==> src/core/tcd_pkg.sv <==
// Constants for the transceiver control decoder: frame layout, field
// positions, power-on values, divider codes and timing counts.
// Assumes a single 100 MHz core clock; all pins are sampled into it.
package tcd_pkg;
   localparam int FRAME_BITS = 19;
   localparam int DATA_W     = 16;
   localparam int ADDR_W     = 3;
   localparam logic [ADDR_W-1:0] ADDR_RX_CTRL  = 3'h0;
   localparam logic [ADDR_W-1:0] ADDR_TX_CTRL  = 3'h4;
   localparam logic [ADDR_W-1:0] ADDR_PWR_CTRL = 3'h5;
   localparam logic [DATA_W-1:0] RST_RX_CTRL  = 16'h07cf;
   localparam logic [DATA_W-1:0] RST_TX_CTRL  = 16'h07cc;
   localparam logic [DATA_W-1:0] RST_PWR_CTRL = 16'h3008;
   // Idle pin levels {crystal, enable, data, clock}: enable rests high
   localparam logic [3:0] PIN_IDLE = 4'h4;
   // Field positions in the rx, tx and power words
   localparam int POS_SIDE    = 15;
   localparam int POS_EAR     = 12;
   localparam int POS_FILTER  = 6;
   localparam int POS_POL     = 5;
   localparam int POS_SWING   = 14;
   localparam int POS_DOUBLER = 12;
   localparam int POS_XRUN    = 3;
   localparam int POS_REG     = 15;
   localparam int POS_MODE_HI = 14;
   localparam int POS_MODE_LO = 13;
   localparam int POS_XDRIVE  = 12;
   localparam int POS_DIV_LO  = 0;
   localparam int DIV_W       = 3;
   typedef enum logic [DIV_W-1:0] {
      TCD_DIV_OFF = 3'h0, TCD_DIV_2  = 3'h1, TCD_DIV_2P5 = 3'h2, TCD_DIV_4 = 3'h3,
      TCD_DIV_1   = 3'h4, TCD_DIV_128 = 3'h5, TCD_DIV_X6 = 3'h6, TCD_DIV_X7 = 3'h7
   } tcd_div_type;
   // Host clock toggles after this many crystal half periods
   localparam logic [7:0] HALF_1   = 8'h01;
   localparam logic [7:0] HALF_2   = 8'h02;
   localparam logic [7:0] HALF_3   = 8'h03;
   localparam logic [7:0] HALF_4   = 8'h04;
   localparam logic [7:0] HALF_128 = 8'h80;
   localparam int CLK_PERIOD_NS = 10;
   localparam int HOLD_NS       = 50;
   localparam int HOLD_CYC      = (HOLD_NS + CLK_PERIOD_NS - 1) / CLK_PERIOD_NS;
endpackage : tcd_pkg

==> src/core/tcd_decode.sv <==
// Serial programming port and control decoder of the radio transceiver.
// Assumes pins ser_clk, ser_data, ser_en and crystal_input are asynchronous
// and at most a quarter of the core clock rate; rx_data_raw is core-clocked.
`timescale 1ns/1ps
`default_nettype none
module tcd_decode #(
   parameter int SYNC_W = 4
) (
   // Clock and reset
   input  wire logic core_clk,
   input  wire logic rst_n,
   // Serial programming pins
   input  wire logic ser_clk,
   input  wire logic ser_data,
   input  wire logic ser_en,
   // Crystal reference pin and recovered data
   input  wire logic crystal_input,
   input  wire logic rx_data_raw,
   // Receive path controls
   output logic      image_side_select,
   output logic      second_if_filter_select,
   output logic      earpiece_on,
   output logic      data_out,
   // Clock and power controls
   output logic      host_clock_swing_select,
   output logic      crystal_osc_on,
   output logic      crystal_drive_normal,
   output logic      regulator_on,
   output logic      regulator_tied,
   output logic      doubler_on,
   output logic      doubler_clk,
   output logic      host_clock_pin,
   // Operating mode
   output logic      mode_inactive,
   output logic      mode_rx_only,
   output logic      mode_active,
   output tcd_pkg::tcd_div_type div_active
);
   import tcd_pkg::*;

   if (SYNC_W != 4) begin : g_chk
      $error("tcd_decode serves exactly four synchronised pins");
   end

   logic [SYNC_W-1:0] pin_raw;
   logic [SYNC_W-1:0] sync_a;
   logic [SYNC_W-1:0] sync_b;
   logic [SYNC_W-1:0] sync_c;
   assign pin_raw = {crystal_input, ser_en, ser_data, ser_clk};

   genvar gi;
   generate
      for (gi = 0; gi < SYNC_W; gi++) begin : g_sync
         always_ff @(posedge core_clk or negedge rst_n) begin
            if (!rst_n) begin
               // Idle levels, so no false enable edge follows reset
               sync_a[gi] <= PIN_IDLE[gi];
               sync_b[gi] <= PIN_IDLE[gi];
               sync_c[gi] <= PIN_IDLE[gi];
            end else begin
               sync_a[gi] <= pin_raw[gi];
               sync_b[gi] <= sync_a[gi];
               sync_c[gi] <= sync_b[gi];
            end
         end
      end
   endgenerate

   logic sclk_fall;
   logic en_rise;
   logic en_level;
   logic sdata_s;
   logic xtal_edge;
   assign sclk_fall = sync_c[0] & ~sync_b[0];
   assign sdata_s   = sync_b[1];
   assign en_level  = sync_b[2];
   assign en_rise   = sync_b[2] & ~sync_c[2];
   assign xtal_edge = sync_b[3] ^ sync_c[3];

   // Serial shift register and frame counter
   logic [FRAME_BITS-1:0] shift_reg;
   logic [4:0]            bit_cnt_reg;
   logic [2:0]            hold_cnt_reg;
   logic                  take_bit;
   logic                  frame_load;
   logic                  div_commit;
   logic [DATA_W-1:0]     frame_data;
   logic [ADDR_W-1:0]     frame_addr;
   assign take_bit   = sclk_fall && !en_level && (hold_cnt_reg == 3'h0);
   assign frame_load = en_rise && (bit_cnt_reg == 5'(FRAME_BITS));
   assign div_commit = en_rise && (bit_cnt_reg == 5'h00);
   assign frame_data = shift_reg[FRAME_BITS-1 -: DATA_W];
   assign frame_addr = shift_reg[ADDR_W-1:0];

   always_ff @(posedge core_clk or negedge rst_n) begin
      if (!rst_n) begin
         shift_reg   <= '0;
         bit_cnt_reg <= 5'h00;
      end else if (en_rise) begin
         bit_cnt_reg <= 5'h00;
      end else if (take_bit) begin
         shift_reg <= {shift_reg[FRAME_BITS-2:0], sdata_s};
         if (bit_cnt_reg != 5'h1f) begin
            bit_cnt_reg <= bit_cnt_reg + 5'h01;
         end
      end
   end

   // Serial clock falls are ignored during the hold after a commit edge
   always_ff @(posedge core_clk or negedge rst_n) begin
      if (!rst_n) begin
         hold_cnt_reg <= 3'h0;
      end else if (div_commit) begin
         hold_cnt_reg <= 3'(HOLD_CYC);
      end else if (hold_cnt_reg != 3'h0) begin
         hold_cnt_reg <= hold_cnt_reg - 3'h1;
      end
   end

   // Control words, loaded only from a complete frame
   logic [DATA_W-1:0] rx_ctrl_reg;
   logic [DATA_W-1:0] tx_ctrl_reg;
   logic [DATA_W-1:0] pwr_ctrl_reg;
   always_ff @(posedge core_clk or negedge rst_n) begin
      if (!rst_n) begin
         rx_ctrl_reg  <= RST_RX_CTRL;
         tx_ctrl_reg  <= RST_TX_CTRL;
         pwr_ctrl_reg <= RST_PWR_CTRL;
      end else if (frame_load) begin
         unique case (frame_addr)
            ADDR_RX_CTRL:  rx_ctrl_reg  <= frame_data;
            ADDR_TX_CTRL:  tx_ctrl_reg  <= frame_data;
            ADDR_PWR_CTRL: pwr_ctrl_reg <= frame_data;
            default:       ;
         endcase
      end
   end

   // Decoded controls
   always_ff @(posedge core_clk or negedge rst_n) begin
      if (!rst_n) begin
         // Power-on values, so nothing moves at release without a load
         image_side_select       <= RST_RX_CTRL[POS_SIDE];
         second_if_filter_select <= RST_RX_CTRL[POS_FILTER];
         earpiece_on             <= RST_RX_CTRL[POS_EAR];
         host_clock_swing_select <= RST_TX_CTRL[POS_SWING];
         crystal_osc_on          <= RST_TX_CTRL[POS_XRUN];
         crystal_drive_normal    <= RST_PWR_CTRL[POS_XDRIVE];
         regulator_on            <= RST_PWR_CTRL[POS_REG];
         regulator_tied          <= ~RST_PWR_CTRL[POS_REG];
         doubler_on              <= RST_TX_CTRL[POS_DOUBLER];
      end else begin
         image_side_select       <= rx_ctrl_reg[POS_SIDE];
         second_if_filter_select <= rx_ctrl_reg[POS_FILTER];
         earpiece_on             <= rx_ctrl_reg[POS_EAR];
         host_clock_swing_select <= tx_ctrl_reg[POS_SWING];
         crystal_osc_on          <= tx_ctrl_reg[POS_XRUN];
         crystal_drive_normal    <= pwr_ctrl_reg[POS_XDRIVE];
         regulator_on            <= pwr_ctrl_reg[POS_REG];
         regulator_tied          <= ~pwr_ctrl_reg[POS_REG];
         doubler_on              <= tx_ctrl_reg[POS_DOUBLER];
      end
   end

   always_ff @(posedge core_clk or negedge rst_n) begin
      if (!rst_n) begin
         mode_inactive <= 1'b1;
         mode_rx_only  <= 1'b0;
         mode_active   <= 1'b0;
      end else begin
         mode_inactive <= ~pwr_ctrl_reg[POS_MODE_HI];
         mode_rx_only  <= pwr_ctrl_reg[POS_MODE_HI] & ~pwr_ctrl_reg[POS_MODE_LO];
         mode_active   <= pwr_ctrl_reg[POS_MODE_HI] & pwr_ctrl_reg[POS_MODE_LO];
      end
   end

   always_ff @(posedge core_clk or negedge rst_n) begin
      if (!rst_n) begin
         data_out <= 1'b0;
      end else begin
         data_out <= rx_data_raw ^ rx_ctrl_reg[POS_POL];
      end
   end

   // Divider ratio takes effect only on an extra enable rise
   always_ff @(posedge core_clk or negedge rst_n) begin
      if (!rst_n) begin
         div_active <= tcd_div_type'(RST_PWR_CTRL[POS_DIV_LO +: DIV_W]);
      end else if (div_commit) begin
         div_active <= tcd_div_type'(pwr_ctrl_reg[POS_DIV_LO +: DIV_W]);
      end
   end

   // Host clock: counts crystal half periods while the oscillator runs
   logic       xtal_tick;
   logic       div_on;
   logic       alt_reg;
   logic [7:0] half_cnt_reg;
   logic [7:0] half_target;
   assign xtal_tick = xtal_edge && crystal_osc_on;

   always_comb begin
      div_on      = 1'b1;
      half_target = HALF_2;
      unique case (div_active)
         TCD_DIV_1:   half_target = HALF_1;
         TCD_DIV_2:   half_target = HALF_2;
         TCD_DIV_2P5: half_target = alt_reg ? HALF_3 : HALF_2;
         TCD_DIV_4:   half_target = HALF_4;
         TCD_DIV_128: half_target = HALF_128;
         TCD_DIV_OFF, TCD_DIV_X6, TCD_DIV_X7: div_on = 1'b0;
      endcase
   end

   always_ff @(posedge core_clk or negedge rst_n) begin
      if (!rst_n) begin
         host_clock_pin <= 1'b0;
         half_cnt_reg   <= 8'h00;
         alt_reg        <= 1'b0;
      end else if (!div_on) begin
         host_clock_pin <= 1'b0;
         half_cnt_reg   <= 8'h00;
         alt_reg        <= 1'b0;
      end else if (xtal_tick) begin
         if (half_cnt_reg + 8'h01 >= half_target) begin
            host_clock_pin <= ~host_clock_pin;
            half_cnt_reg   <= 8'h00;
            alt_reg        <= ~alt_reg;
         end else begin
            half_cnt_reg <= half_cnt_reg + 8'h01;
         end
      end
   end

   // Doubler clock: crystal over two, or the host clock when inactive
   logic xtal_half_reg;
   always_ff @(posedge core_clk or negedge rst_n) begin
      if (!rst_n) begin
         xtal_half_reg <= 1'b0;
      end else if (xtal_tick && sync_b[3]) begin
         xtal_half_reg <= ~xtal_half_reg;
      end
   end

   always_ff @(posedge core_clk or negedge rst_n) begin
      if (!rst_n) begin
         doubler_clk <= 1'b0;
      end else if (!doubler_on) begin
         doubler_clk <= 1'b0;
      end else begin
         doubler_clk <= mode_inactive ? host_clock_pin : xtal_half_reg;
      end
   end
endmodule : tcd_decode
`default_nettype wire

==> config.mk <==
export PLATFORM = sky130hd
export DESIGN_NAME = tcd_decode
export DESIGN_NICKNAME = d
export VERILOG_FILES = /design/src/core/tcd_pkg.sv /design/src/core/tcd_decode.sv
export SDC_FILE = /design/constraint.sdc
export NUM_CORES = 1
export LEC_CHECK = 0
export ABC_AREA = 1
export BUFFER_PORTS_ARGS = -buffer_cell sky130_fd_sc_hd__buf_2
export CAP_MARGIN = 20
export CORE_UTILIZATION = 55
export CTS_BUF_LIST = sky130_fd_sc_hd__clkbuf_8
export DETAILED_ROUTE_END_ITERATION = 10
export HOLD_SLACK_MARGIN = 0.1
export PLACE_DENSITY = 0.74
export SYNTH_ARGS = -nofsm -noshare
export SYNTH_HDL_FRONTEND = slang
export SYNTH_SLANG_ARGS = --single-unit
==> constraint.sdc <==
create_clock -name core_clk -period 2.7 [get_ports core_clk]
set_input_delay 0.135 -clock core_clk [delete_from_list [all_inputs] [get_ports core_clk]]
set_output_delay 0.135 -clock core_clk [all_outputs]
set_load 0.02 [all_outputs]
==> impl_results.md, run 1 <==
* Outcome: finished clean
* Wire length on met3 at 212 um
* DR WL met2 at 2.62 mm
* FMAX at 0.463 GHz
* Row cnt at 28
* Max-cap violations at 0
* Vias per cell at 5.02
* Cell leakage power at 0.00190 uW
* CP most frequent cell: nand2_1
* I/O Buffers at 24
* # H-tree levels at 3
* Placed Area at 3550 sq um
* Area of the mapped netlist at 3380 sq um
* Post-CTS setup buffer count at 0
* Cell taking the most area after synthesis: dfrtp_1
* DRT Pass-1 Iters at 4
* Crit. End Element: flop
* Clk buf depth at 2
* Sequential fraction of the synthesis area at 59.7%
* Synth Area in Simple Gates at 18.3%
* Hold WC Path Type: input pin to asynchronous set/reset pin
* Fraction of the mapped netlist area in adder cells at 3.70%
* Synth Area in Compound Gates at 9.92%
* Nets@finish at 393
* Unrepaired setup endpoints after global routing: no
* Antenna Diode Count at 0
* Post-Route WL at 5.46 mm
* P per Cell Area at 815 nW/um^2
* Buffers & Inverters on Critical Path at 2
* DRC at 0
* Max Transition Viols Final at 0
* Syn Area/Cell at 9.94 sq um
* Yosys reg bits at 80
* Largest net degree at the start of global routing at 81
* Top delay family on crit path: simple AND/OR/NAND/NOR gates
* Final core occ at 65.2%
* WL/cell at 12.0 um
* Xor-xnor portion of the synthesized cell area at 1.55%
* Min Tclk post-route at 2.16 ns
* Clk_lat worst skew at 0.35 ns
* Maximum VDD drop at 0.461 mV
* CTS tree: yes
* Vias in the first global route at 2218
* Filler cell count at 472
* Die width at 80.4 um
* Grt ovf at 0
* Max reg flops at 19
* Cell area after layout at 3860 sq um
* Cell variety after synth at 30
* Mux contribution to synthesized area at 0.333%
* Starting Density at 57.1%
* Root Buffer: clkbuf_8
* Vias at 2289
* I/O Pins at 25
* Num CTS Buffers at 9
* Synth top area cells: dfrtp_1 (50%), nand2_1 (9.8%), dfstp_2 (9.3%)
* Setup_tns at 0 ns
* # setup viols final at 0
* Critical path class: flop to flop
* Slowest stage cell, crit path: dfrtp_1
* Area delta synth->final at 14.2%
* Multi-input gate area at 1140 sq um
* Worst slew pin tran at 0.465 ns
* CTS sink count at 80
* Period utilization at 79.9%
* CP max stage delay at 0.41 ns
* Layout cell share with drive strength beyond 1 at 23.9%
* Clk_skew at 0.00819 ns
* Area of the core at 5920 sq um
* Main combinational cell family by area after synthesis: simple AND/OR/NAND/NOR gates
* GP Congestion at 0.783
* Antenna Nets Post-Route at 0
* Mapped Nets at 357
* First-pass GRT wire length at 9.65 mm
* Yosys warns at 0
* CP Max Fanout at 11
* Die area at 6460 sq um
* Total GRT Usage at 20.1%
* Worst EP arrival at 2.45 ns
* Slew Limit Headroom at 68.9%
* Reg area at 2020 sq um
* Highest metal used: met4
* DP HPWL at 3.59 mm
* Most frequent cells in the layout: nand2_1 (88), dfrtp_1 (68), inv_1 (42), o21ai_0 (29), buf_2 (23)
* Initial antenna violation count at 0
* Hold Fails Final Rpt at 0
* Chip height at 80.4 um
* Post-Syn Instances at 340
* M1 WL at 2.52 mm
* Commonest non-fill, non-tap cell in the layout: nand2_1
* Worst EP required at 2.99 ns
* CP Launch Type: flop
* Clock Pin Slew Worst Setup and Hold Paths at 0.08 ns
* Synth top area share at 50.3%
* DRT iter0 DRCs at 95
* Crit-path cells: inv_2 > nor2_1 > nor2_2 > a211oi_1 > ha_1 > inv_1 > nand2_1 > nand2_1 > nand2_1 > nand2_1 > nand2_1 > nor2_2 > nand2_1 > nand2_1 > nand2_2 > nand2_1 > nand2_1 > nand2_1
report_power, final:
part / switching, uW / internal, uW / leakage (uW) / total (uW)
Sequential: 87.9 / 1300 / 0.00104 / 1390
Combinational: 541 / 256 / 0.000745 / 797
Clock: 432 / 524 / 0.000115 / 955
synthesized netlist by cell type:
cell type and n:
a211oi_1 1, a21oi_1 4, buf_2 2, buf_4 1
buf_6 2, clkbuf_1 1, clkbuf_4 1, dfrtp_1 68
dfstp_2 12, ha_1 10, inv_1 41, inv_2 4
mux2_2 1, nand2_1 88, nand2_2 5, nand3_1 14
nand3_2 4, nand4_1 3, nand4_2 1, nor2_1 17
nor2_2 5, nor3_1 1, nor3_2 1, o21ai_0 29
o21ai_2 13, o21bai_2 1, o22ai_2 3, or2_1 1
xnor2_1 2, xor2_1 4
worst paths after layout:
check                                          start                           to  slack [ns]  depth (start not counted)
max in group asynchronous                      rst_n          sync_c[2]$_DFF_PN1_        1.89                          3
max                        div_active[1]$_DFFE_PN0P_   host_clock_pin$_DFFE_PN0P_        0.54                         18
min reg2reg                      sync_a[1]$_DFF_PN0_            sdata_s$_DFF_PN0_        0.36                          0
max reg2reg                div_active[1]$_DFFE_PN0P_   host_clock_pin$_DFFE_PN0P_        0.54                         18
min                                            rst_n  half_cnt_reg[2]$_DFFE_PN0P_        0.19                          2
min in group core_clk            sync_a[1]$_DFF_PN0_            sdata_s$_DFF_PN0_        0.36                          0
repair_timing:
item,CTS,global route
endpoints found under the hold margin,73,0
hold buffers,6,0
resized for setup,0,0
area by class of cell:
cell class / instances / area share, %
Inverter: 45 / 4.38
Clock buffer: 9 / 3.21
Multi-Input combinational cell: 208 / 29.6
Clock inverter: 7 / 2.46
Sequential cell: 80 / 52.3
Tap cell: 75 / 2.43
Timing Repair Buffer: 32 / 5.64
metrics by stage:
stage / instances / setup slack [ns] / total power [uW] / hold slack, ns
5_1_grt: 456 / 0.255 / 3360 / 0.210
4_1_cts: 455 / 0.523 / 3170 / 0.359
6_report: 456 / 0.542 / 3140 / 0.191
3_3_place_gp: 433 / 0.674 / 2160 / 0.241
2_1_floorplan: 340 / 0.701 / 2060 / -0.161
3_5_place_dp: 433 / 0.565 / 2200 / 0.242
cells by family (layout without fill, tap and decap cells):
family	after synthesis	in the layout
XOR/XNOR	6	6
flip-flops	80	80
AO/OA/AOI/OAI	51	51
AND/OR/NAND/NOR	140	140
adder cells (fa/ha/maj)	10	10
multiplexers	1	1
buffers and inverters	52	93
layer usage:
| layer | global-route usage [%] | vias up |
|---|---|---|
| met5 | 0 | - |
| met4 | 9.11 | 0 |
| met3 | 5.68 | 12 |
| met2 | 33.1 | 49 |
| met1 | 24.5 | 1081 |
| li1 | - | 1147 |
(Power assumes the default switching activity.)
==> run 2: changes to the inputs <==
--- a/config.mk
+++ b/config.mk
@@ -5,14 +5,14 @@
 export SDC_FILE = /design/constraint.sdc
 export NUM_CORES = 1
 export LEC_CHECK = 0
-export ABC_AREA = 1
+export ABC_AREA = 0
 export BUFFER_PORTS_ARGS = -buffer_cell sky130_fd_sc_hd__buf_2
 export CAP_MARGIN = 20
 export CORE_UTILIZATION = 55
 export CTS_BUF_LIST = sky130_fd_sc_hd__clkbuf_8
 export DETAILED_ROUTE_END_ITERATION = 10
 export HOLD_SLACK_MARGIN = 0.1
-export PLACE_DENSITY = 0.74
+export PLACE_DENSITY = 0.77
 export SYNTH_ARGS = -nofsm -noshare
 export SYNTH_HDL_FRONTEND = slang
 export SYNTH_SLANG_ARGS = --single-unit
==> constraint.sdc (replaced) <==
create_clock -name core_clk -period 1.75 [get_ports core_clk]
set_input_delay 0.0875 -clock core_clk [delete_from_list [all_inputs] [get_ports core_clk]]
set_output_delay 0.0875 -clock core_clk [all_outputs]
set_load 0.02 [all_outputs]
==> run 2 against run 1 <==
  * The run now ends with negative setup slack left
  * Clock skew is 0.0032 ns higher
  * Highest routed layer unchanged
  * Sequential power is 43% higher
  * Via count is 8.9% lower
  * Final cell count is 13% lower
  * Fmax is 6.3% lower
  * Synthesized cell count is 30% lower
  * Non-clock buffer count is 43 higher
  * Wire length is 20% higher
  * Global-route usage is 1.1 points higher
  * Clock power is 51% higher
==> impl_results.md, run 2 <==
* Outcome: finished, violations left
* Failing checks: negative setup slack
* Vias per cell at 5.25
* Synth top area cells: dfrtp_1 (52%), mux2_2 (13%), dfstp_2 (9.7%)
* Mapped Nets at 254
* Die area at 6220 sq um
* Multi-input gate area at 1450 sq um
* Worst EP required at 2.04 ns
* Antenna Diode Count at 0
* Min Tclk post-route at 2.30 ns
* Slowest stage cell, crit path: dfrtp_2
* Cell taking the most area after synthesis: dfrtp_1
* Cell area after layout at 4380 sq um
* Cell leakage power at 0.00212 uW
* Buffers & Inverters on Critical Path at 0
* Final core occ at 78.1%
* Worst EP arrival at 2.59 ns
* FMAX at 0.434 GHz
* Starting Density at 57.9%
* # H-tree levels at 3
* Clk_lat worst skew at 0.35 ns
* Number of enable flip-flop cells after synthesis at 0
* Sequential fraction of the synthesis area at 62.1%
* Grt met2 use at 35.8%
* WL/cell at 16.5 um
* CTS sink count at 80
* Vias at 2086
* Area of the mapped netlist at 3250 sq um
* Met1 usage at 26.2%
* Top delay family on crit path: compound AO/OA/AOI/OAI gates
* P per Cell Area at 887 nW/um^2
* Worst Hold Margin at 0.274 ns
* Syn Area/Cell at 13.7 sq um
* Synth top area share at 52.4%
* Crit. End Element: flop
* Commonest non-fill, non-tap cell in the layout: dfrtp_1
* Clk buf depth at 2
* DRC at 0
* Max-cap violations at 0
* Yosys reg bits at 80
* Maximum VDD drop at 0.892 mV
* Die width at 78.9 um
* Fin cells at 397
* Chip height at 78.9 um
* I/O Pins at 25
* Max Transition Viols Final at 0
* Count leader, synth: dfrtp_1
* Vias in the first global route at 2095
* Filler cell count at 342
* Total GRT Usage at 21.3%
* Clk_skew at 0.0114 ns
* Slew Limit Headroom at 59.8%
* GP Congestion at 0.830
* Antenna Nets Post-Route at 0
* Async set-reset flop share out of synthesis at 100%
* Synth top cells by count: dfrtp_1 (68), mux2_2 (37), nor2_1 (15), nand2_1 (14), dfstp_2 (12)
* DRT Pass-1 Iters at 4
* Yosys warns at 0
* Initial antenna violation count at 0
* Clock Pin Slew Worst Setup and Hold Paths at 0.09 ns
* Critical path class: flop to flop
* Most frequent cells in the layout: dfrtp_1 (66), buf_4 (40), mux2_4 (27), buf_2 (23), nand2_1 (14)
* Hold Fails Final Rpt at 0
* Layout cell share with drive strength beyond 1 at 51.4%
* Post-Syn Instances at 237
* I/O Buffers at 24
* # setup viols final at 27
* Post-route worst setup slack at -0.553 ns
* Reg area at 2020 sq um
* Hold WC Path Type: input pin to asynchronous set/reset pin
* Global-route met3 utilization at 4.83%
* Num CTS Buffers at 9
* Ys flop type: dfrtp_1
* CTS tree: yes
* Placed Instances at 362
* Largest net degree at the start of global routing at 48
* Row cnt at 27
* DP HPWL at 3.88 mm
* Root Buffer: clkbuf_8
* Area delta synth->final at 34.9%
* Crit-path cells: nand2b_1 > a21oi_2 > ha_1 > nand2b_4 > a21o_2 > a2111oi_4 > a31oi_2 > or2_1 > o21ai_1
* Cell variety after synth at 43
* Placed Area at 3760 sq um
* CP max stage delay at 0.43 ns
* Max reg flops at 19
* Nets@finish at 337
* First-pass GRT wire length at 9.83 mm
* Unrepaired setup endpoints after global routing: yes
* Worst slew pin tran at 0.601 ns
* Area of the core at 5610 sq um
* Post-Route WL at 6.55 mm
* Grt ovf at 0
* DRT iter0 DRCs at 67
* Pre-CTS setup slack at -0.567 ns
* Period utilization at 132%
* CP Max Fanout at 4
* GRT busiest layer: met2
* CP Launch Type: flop
## run 2: cell types whose count changed after synthesis, sizes merged, moves of 4 or more
cell    before  now
mux2i        0    4
nand3       18    4
o21ai       42    6
xnor2        2    6
nand2       93   14
inv         45    7
mux2         1   37
nand2b       0    4
nor2        22   15
nor2b        0    4
## run 2: logic make-up after synthesis
group                      after synthesis  share of synthesized area, %
muxes                                   41                          14.1
DFF                                     80                          62.1
buffers and inverters                   10                          1.35
xor gates and xnor gates                11                          2.97
AOI/OAI and AO/OA                       23                          5.16
and+or+nand+nor                         62                          10.5
adders and majority gates               10                          3.85
## run 2: routing by layer
metal	routed length, um	part of all wire (%)	vias up
met5	0	0	-
met4	159	2.4	0
met3	156	2.4	12
met2	3400	52	30
met1	2840	43	1051
li1	-	-	993
## run 2: layout make-up
cell class              instances  area share, %
clock buffers                   9           2.83
clock inverters                 7           1.97
inverters                       7          0.657
multi-input cells             147           33.2
flip-flops and latches         80           46.1
well taps                      72           2.06
repair buffers                 75           13.2
## run 2: final timing paths
path	start	to	slack [ns]	cells after the start
max in group asynchronous	rst_n	sync_a[2]$_DFF_PN1_	0.83	3
setup reg to reg	div_active[1]$_DFFE_PN0P_	half_cnt_reg[0]$_DFFE_PN0P_	-0.55	9
hold reg to reg	sync_a[3]$_DFF_PN0_	sync_b[3]$_DFF_PN0_	0.35	0
min in group core_clk	sync_a[3]$_DFF_PN0_	sync_b[3]$_DFF_PN0_	0.35	0
setup / recovery	div_active[1]$_DFFE_PN0P_	half_cnt_reg[0]$_DFFE_PN0P_	-0.55	9
hold / removal	rst_n	mode_active$_DFF_PN0_	0.27	2
## run 2: what timing repair did
action	in CTS	in global routing
setup endpoints to repair	44	47
setup buffers	4	7
pin swaps	11	6
endpoints found under the hold margin	44	0
resized for setup	29	29
gates cloned	0	2
hold buffers	6	0
## run 2: where the power goes
group | switching [uW] | total, uW | internal (uW)
combinational | 192 | 459 | 267
sequential | 67.1 | 1990 | 1920
clock | 748 | 1440 | 691
total | 1010 | 3890 | 2880
## run 2: through the flow
stage / TNS [ns] / total power [uW]
2_1_floorplan: -4.12 / 2220
3_3_place_gp: -5.53 / 2380
3_5_place_dp: -6.82 / 2400
4_1_cts: -4.44 / 3840
5_1_grt: -8.54 / 4050
6_report: -5.58 / 3890
